--- src/rtl/mpu_pkg.sv ---
/*
  Constants, types and small decoders shared by the protection checker,
  its region store and its region matcher.
  Assumes a 32-bit byte address space and regions placed on 256-byte steps.
*/
// Overview of operation
// - Enabled unit checks all fetches and data accesses
// - Build option picks mask or limit extent
// - Data region count 2 to 32, default 8
// - Instruction region count 2 to 32, default 8
// - Data granularity 256 B to 1 MB, default 4 KB
// - Instruction granularity 256 B to 1 MB, default 4 KB
// - Region sizes are multiples of the granularity
// - Data and instruction granularities are independent
// - Type bit one selects data, zero instruction
// - Lower region index has higher priority
// - Memory type: peripheral, normal, device, reserved
// - Attribute write triggers region load or store
package mpu_pkg;
  localparam int unsigned ADDR_W        = 32;
  localparam int unsigned PAGE_LSB      = 8;
  localparam int unsigned FIELD_W       = ADDR_W - PAGE_LSB;
  localparam int unsigned IDX_W         = 5;
  localparam int unsigned ACCESS_W      = 3;
  localparam int unsigned MTYPE_W       = 2;
  localparam int unsigned DEF_REGIONS   = 8;
  localparam int unsigned DEF_GRAN_LOG2 = 12;
  localparam int unsigned STATUS_W      = 2;

  // Register byte offsets
  localparam logic [4:0] OFS_CTRL       = 5'h00;
  localparam logic [4:0] OFS_BASE       = 5'h04;
  localparam logic [4:0] OFS_ATTR       = 5'h08;
  localparam logic [4:0] OFS_STATUS     = 5'h0C;
  localparam logic [4:0] OFS_IRQ_MASK   = 5'h10;
  localparam logic [4:0] OFS_FAULT_ADDR = 5'h14;

  // Field positions
  localparam int unsigned CTRL_EN_BIT    = 0;
  localparam int unsigned BASE_D_BIT     = 0;
  localparam int unsigned BASE_IDX_LSB   = 1;
  localparam int unsigned FIELD_LSB      = PAGE_LSB;
  localparam int unsigned ATTR_WR_BIT    = 0;
  localparam int unsigned ATTR_RD_BIT    = 1;
  localparam int unsigned ATTR_ACC_LSB   = 2;
  localparam int unsigned ATTR_MTYPE_LSB = 5;
  localparam int unsigned ST_DATA_BIT    = 0;
  localparam int unsigned ST_INSTR_BIT   = 1;

  localparam logic [ADDR_W-1:0] BASE_RW_MASK = 32'hFFFFFF3F;
  localparam logic [ADDR_W-1:0] ATTR_RW_MASK = 32'hFFFFFF7C;

  typedef enum logic [MTYPE_W-1:0] {
    MEM_PERIPHERAL = 2'h0,
    MEM_NORMAL     = 2'h1,
    MEM_DEVICE     = 2'h2,
    MEM_RESERVED   = 2'h3
  } mem_kind_type;

  typedef enum logic [ACCESS_W-1:0] {
    ACC_NONE       = 3'h0,
    ACC_SUP_RW     = 3'h1,
    ACC_SUP_RW_URO = 3'h2,
    ACC_ALL_RW     = 3'h3,
    ACC_SUP_RO     = 3'h4,
    ACC_ALL_RO     = 3'h5
  } access_kind_type;

  function automatic logic access_allows(input logic [ACCESS_W-1:0] acc, input logic wr, input logic user);
    case (acc)
      ACC_SUP_RW:     access_allows = !user;
      ACC_SUP_RW_URO: access_allows = !user || !wr;
      ACC_ALL_RW:     access_allows = 1'b1;
      ACC_SUP_RO:     access_allows = !user && !wr;
      ACC_ALL_RO:     access_allows = !wr;
      default:        access_allows = 1'b0;
    endcase
  endfunction

  function automatic logic mem_cacheable(input logic [MTYPE_W-1:0] mt);
    mem_cacheable = (mt == MEM_NORMAL);
  endfunction

  function automatic logic mem_bufferable(input logic [MTYPE_W-1:0] mt);
    mem_bufferable = (mt == MEM_NORMAL) || (mt == MEM_DEVICE);
  endfunction
endpackage

--- src/rtl/region_view_if.sv ---
/*
  Region table contents as seen by the matcher.
  Assumes one store drives it and matchers and the top only read it.
*/
`timescale 1ns/1ps
interface region_view_if
  import mpu_pkg::*;
#(parameter int unsigned NUM = DEF_REGIONS);
  logic [NUM-1:0][FIELD_W-1:0]  base;
  logic [NUM-1:0][FIELD_W-1:0]  extent;
  logic [NUM-1:0][ACCESS_W-1:0] access;
  logic [NUM-1:0][MTYPE_W-1:0]  mtype;
  modport store_mp (output base, extent, access, mtype);
  modport match_mp (input base, extent, access, mtype);
endinterface

--- src/rtl/region_store.sv ---
/*
  Flip-flop table of protection regions for one access type.
  Assumes a one-cycle store strobe from the register block.
*/
`timescale 1ns/1ps
module region_store
  import mpu_pkg::*;
#(
  parameter int unsigned NUM       = DEF_REGIONS,
  parameter int unsigned GRAN_LOG2 = DEF_GRAN_LOG2
) (
  input  wire logic                clk_sys_in,
  input  wire logic                nrst_in,
  input  wire logic                store_in,
  input  wire logic [IDX_W-1:0]    index_in,
  input  wire logic [FIELD_W-1:0]  base_in,
  input  wire logic [FIELD_W-1:0]  extent_in,
  input  wire logic [ACCESS_W-1:0] access_in,
  input  wire logic [MTYPE_W-1:0]  mtype_in,
  region_view_if.store_mp          view
);
  localparam logic [FIELD_W-1:0] LOW_ONES = FIELD_W'((1 << (GRAN_LOG2 - PAGE_LSB)) - 1);

  typedef struct packed {
    logic [NUM-1:0][FIELD_W-1:0]  base;
    logic [NUM-1:0][FIELD_W-1:0]  extent;
    logic [NUM-1:0][ACCESS_W-1:0] access;
    logic [NUM-1:0][MTYPE_W-1:0]  mtype;
  } store_state_type;

  store_state_type state_reg;
  store_state_type state_next;
  logic            low_bits_set;

  always_comb begin
    state_next = state_reg;
    if (store_in && (32'(index_in) < NUM)) begin
      // Bits below the granularity cannot be stored, so no region is finer
      state_next.base[index_in]   = base_in & ~LOW_ONES;
      state_next.extent[index_in] = extent_in & ~LOW_ONES;
      state_next.access[index_in] = access_in;
      state_next.mtype[index_in]  = mtype_in;
    end
  end

  always_ff @(posedge clk_sys_in or negedge nrst_in) begin
    if (!nrst_in) begin
      state_reg <= '0;
    end else begin
      state_reg <= state_next;
    end
  end

  assign view.base   = state_reg.base;
  assign view.extent = state_reg.extent;
  assign view.access = state_reg.access;
  assign view.mtype  = state_reg.mtype;

  always_comb begin
    low_bits_set = 1'b0;
    for (int i = 0; i < NUM; i++) begin
      low_bits_set = low_bits_set | (|((state_reg.base[i] | state_reg.extent[i]) & LOW_ONES));
    end
  end

  a_grain_aligned: assert property (@(posedge clk_sys_in) disable iff (!nrst_in) !low_bits_set)
    else $error("Stored region is not aligned to the granularity");
endmodule

--- src/flat_wrapper.sv ---
// flat-port wrapper written by rule: the top's interface ports become plain ports
module region_store_flat import mpu_pkg::*;
#(
  parameter int unsigned NUM       = DEF_REGIONS,
  parameter int unsigned GRAN_LOG2 = DEF_GRAN_LOG2
)
  (clk_sys_in, nrst_in, store_in, index_in, base_in, extent_in, access_in, mtype_in, view_base, view_extent, view_access, view_mtype);
  region_view_if #(.NUM(NUM)) view_i ();
  input  wire logic clk_sys_in;
  input  wire logic nrst_in;
  input  wire logic store_in;
  input  wire logic [IDX_W-1:0] index_in;
  input  wire logic [FIELD_W-1:0] base_in;
  input  wire logic [FIELD_W-1:0] extent_in;
  input  wire logic [ACCESS_W-1:0] access_in;
  input  wire logic [MTYPE_W-1:0] mtype_in;
  output wire logic [$bits(view_i.base)-1:0] view_base;
  output wire logic [$bits(view_i.extent)-1:0] view_extent;
  output wire logic [$bits(view_i.access)-1:0] view_access;
  output wire logic [$bits(view_i.mtype)-1:0] view_mtype;
  assign view_base = view_i.base;
  assign view_extent = view_i.extent;
  assign view_access = view_i.access;
  assign view_mtype = view_i.mtype;
  region_store #(.NUM(NUM), .GRAN_LOG2(GRAN_LOG2)) u_core (.clk_sys_in(clk_sys_in), .nrst_in(nrst_in), .store_in(store_in), .index_in(index_in), .base_in(base_in), .extent_in(extent_in), .access_in(access_in), .mtype_in(mtype_in), .view(view_i));
endmodule
--- config.mk ---
export PLATFORM = sky130hd
export DESIGN_NAME = region_store_flat
export DESIGN_NICKNAME = d
export VERILOG_FILES = /design/src/rtl/mpu_pkg.sv /design/src/rtl/region_view_if.sv /design/src/rtl/region_store.sv /design/src/flat_wrapper.sv
export SDC_FILE = /design/constraint.sdc
export NUM_CORES = 1
export LEC_CHECK = 0
export ABC_AREA = 0
export CAP_MARGIN = 10
export CORE_AREA = 2 2 188 190
export CTS_CLUSTER_SIZE = 28
export DETAILED_ROUTE_END_ITERATION = 10
export DIE_AREA = 0 0 190 192
export DONT_BUFFER_PORTS = 1
export GPL_TIMING_DRIVEN = 0
export PLACE_DENSITY = 0.63
export SKIP_CTS_REPAIR_TIMING = 1
export SLEW_MARGIN = 20
export SYNTH_ARGS = -nofsm -noshare
export SYNTH_HDL_FRONTEND = slang
export SYNTH_SLANG_ARGS = --single-unit
--- constraint.sdc ---
create_clock -name clk_sys_in -period 0.8 [get_ports clk_sys_in]
set_clock_uncertainty 0.15 [all_clocks]
set_input_delay 0.16 -clock clk_sys_in [delete_from_list [all_inputs] [get_ports clk_sys_in]]
set_output_delay 0.16 -clock clk_sys_in [all_outputs]
set_load 0.01 [all_outputs]
==> results.tsv <==
metric	value	unit
status	finished, violations left	
failing checks	negative hold slack, negative setup slack	
top post-synthesis cells by area	dfrtp_1 (64%), mux2_2 (28%), buf_4 (3.4%)	
Ys Warns	0	
clock sinks	360	
DP HPWL	23630	um
met1 Use GR	0.2228	
TNS Setup	-286790	ps
Setup violations, final	720	
number of global-route vias before repair	7313	
Sequential Area	9064	um^2
Slew @ Worst Pin	508.6	ps
clk root buf	clkbuf_16	
grt peak-use layer	met2	
Slew Limit Fails	0	
CTS tree	yes	
H-tree levels	2	
Net count, final	1101	
post-synth top area cell	dfrtp_1	
syn_area_per_cell	16.83	um^2
Synth cell types	15	
multi-input logic area	5234	um^2
initial antenna violation count	2	
dpl ws	-1161	ps
Hold WC Path Type	input port to async pin	
Remaining DRCs	0	
Max Buffers Root-to-Sink	3	
Fin Hold WS	-842.2	ps
layout cells sized above 1	0.5929	
Final Hold Viols	398	
Area growth, synth to finish	32.62	%
num rows	68	
unrepaired setup endpoints after global routing	true	
Slew Limit Headroom	0.6602	
die area	36480	um^2
Critical Setup Path Class	register to output port	
vias per cell	4.993	
core area	34290	um^2
grt ovf	0	
R2R Path Start	u_core.view.access[20]	
wire per inst	26.25	um
filler instances	2739	
register area share after synthesis	0.6435	
first-pass GRT wire length	50410	um
Buffers on Ports	0	
post-route ant nets	0	
fmax	756.0	MHz
DR pass1 iterations	4	
via count	7600	
initial drt markers	222	
CP Data Required Time	490	ps
FF-to-FF End	u_core.view.access[20]	
critical path startpoint category	register	
Routability Congestion	0.7478	
leakage	9.058	nW
met2 usage	0.2963	
power density over the cells	2680	nW/um^2
CTS Buf Count	39	
R2R cell count	1	
fin worst setup slack	-522.8	ps
GRT Overall Usage	0.1869	
maximum VDD drop	1.863	mV
Min Clock Period, post-route	1323	ps
largest net degree at the start of global routing	361	
post-synthesis cell count	832	
top cell type's share of synthesized area	0.6435	
Starting Density	0.4083	
die width	190	um
CP endpoint kind	output port	
Placed Area	15240	um^2
largest fanout on the critical path	2	
grt met3 use	0.09611	
Mapped Area	14000	um^2
setup slack, reg-to-reg	-200	ps
part of the cycle the worst path needs	1.654	
WP data arrival	1010	ps
Max Cap Viol	0	
Skew-Pair Late Insertion Delay	550	ps
num ports	485	
#FFs+latches synth	360	
clk slew on worst S/H paths	60	ps
Die H	192	um
Routed WL	39960	um
final instance area	18560	um^2
final design utilization	0.5414	
-- power by group --
part	switching (W)	internal, W	leakage [nW]
Combinational	0.00155	0.00398	3.91
Clock	0.00728	0.0102	0.606
Sequential	0.00483	0.0219	4.54
-- stage by stage --
stage / cells / total power, W
6_report: 1522 / 0.04976
5_1_grt: 1521 / 0.05173
4_1_cts: 1417 / 0.04902
3_5_place_dp: 1350 / 0.03126
3_3_place_gp: 1350 / 0.03103
2_1_floorplan: 895 / 0.02950
-- layout by cell type (no fill, tap or decap) --
master	instances
buf_8	5
clkinv_2	4
diode_2	1
clkbuf_16	60
bufinv_16	2
dlygate4sd3_1	45
dfrtp_2	44
and4bb_4	1
nor2b_4	2
inv_8	1
mux2_4	170
buf_4	71
nand2_8	10
nor2_4	1
clkinvlp_4	1
clkinv_4	2
buf_6	28
mux2_2	190
buf_12	28
clkbuf_8	6
conb_1	64
inv_6	3
clkbuf_1	9
dfrtp_1	316
and3_4	2
nor4b_4	1
-- registers in the layout (all words and copies together), names as in the netlist --
name	cells
u_core.view.access	24
u_core.view.base	160
u_core.view.extent	160
u_core.view.mtype	16
-- cells in the mapped netlist --
cell type / n
buf_12: 4
nor2b_1: 2
mux2_1: 10
nor4b_4: 1
buf_2: 12
dfrtp_1: 360
nor2_1: 1
buf_6: 17
and4bb_4: 1
nand2_2: 6
and3_1: 2
mux2_2: 350
clkbuf_8: 1
conb_1: 1
buf_4: 64
-- worst max path at each step --
stage	start	to	slack (ps)	cells after the start
3_3_place_gp	index_in[4]	u_core.view.base[100]	-1150	4
2_1_floorplan	index_in[4]	u_core.view.access[18]	-810	5
6_report	u_core.view.access[20]	view_access[20]	-520	0
5_1_grt	u_core.view.access[20]	view_access[20]	-570	0
4_1_cts	u_core.view.access[20]	view_access[20]	-610	0
3_5_place_dp	index_in[4]	u_core.view.base[106]	-1160	4
-- cell families after synthesis --
kind of cell / count (synthesis) / share of synthesized area
multiplexers: 360 / 0.2896
other: 1 / 0.0002679
AND/OR/NAND/NOR: 13 / 0.007597
buffers and inverters: 98 / 0.05899
flip-flops: 360 / 0.6435
-- metal layers --
layer / wire, um / vias to the layer above
li1: - / 3239
met1: 16070 / 3986
met2: 18890 / 322
met3: 4165 / 51
met4: 811 / 2
met5: 11 / -
-- cell type report --
type | count | area share
sequential | 360 | 0.4882
multi-input combinational | 441 | 0.2819
timing repair buffer | 100 | 0.07333
buffer | 98 | 0.05918
clock buffer | 54 | 0.05884
tap | 455 | 0.03067
clock inverter | 13 | 0.007683
antenna | 1 | 0.0001348
(Power assumes the default switching activity.)
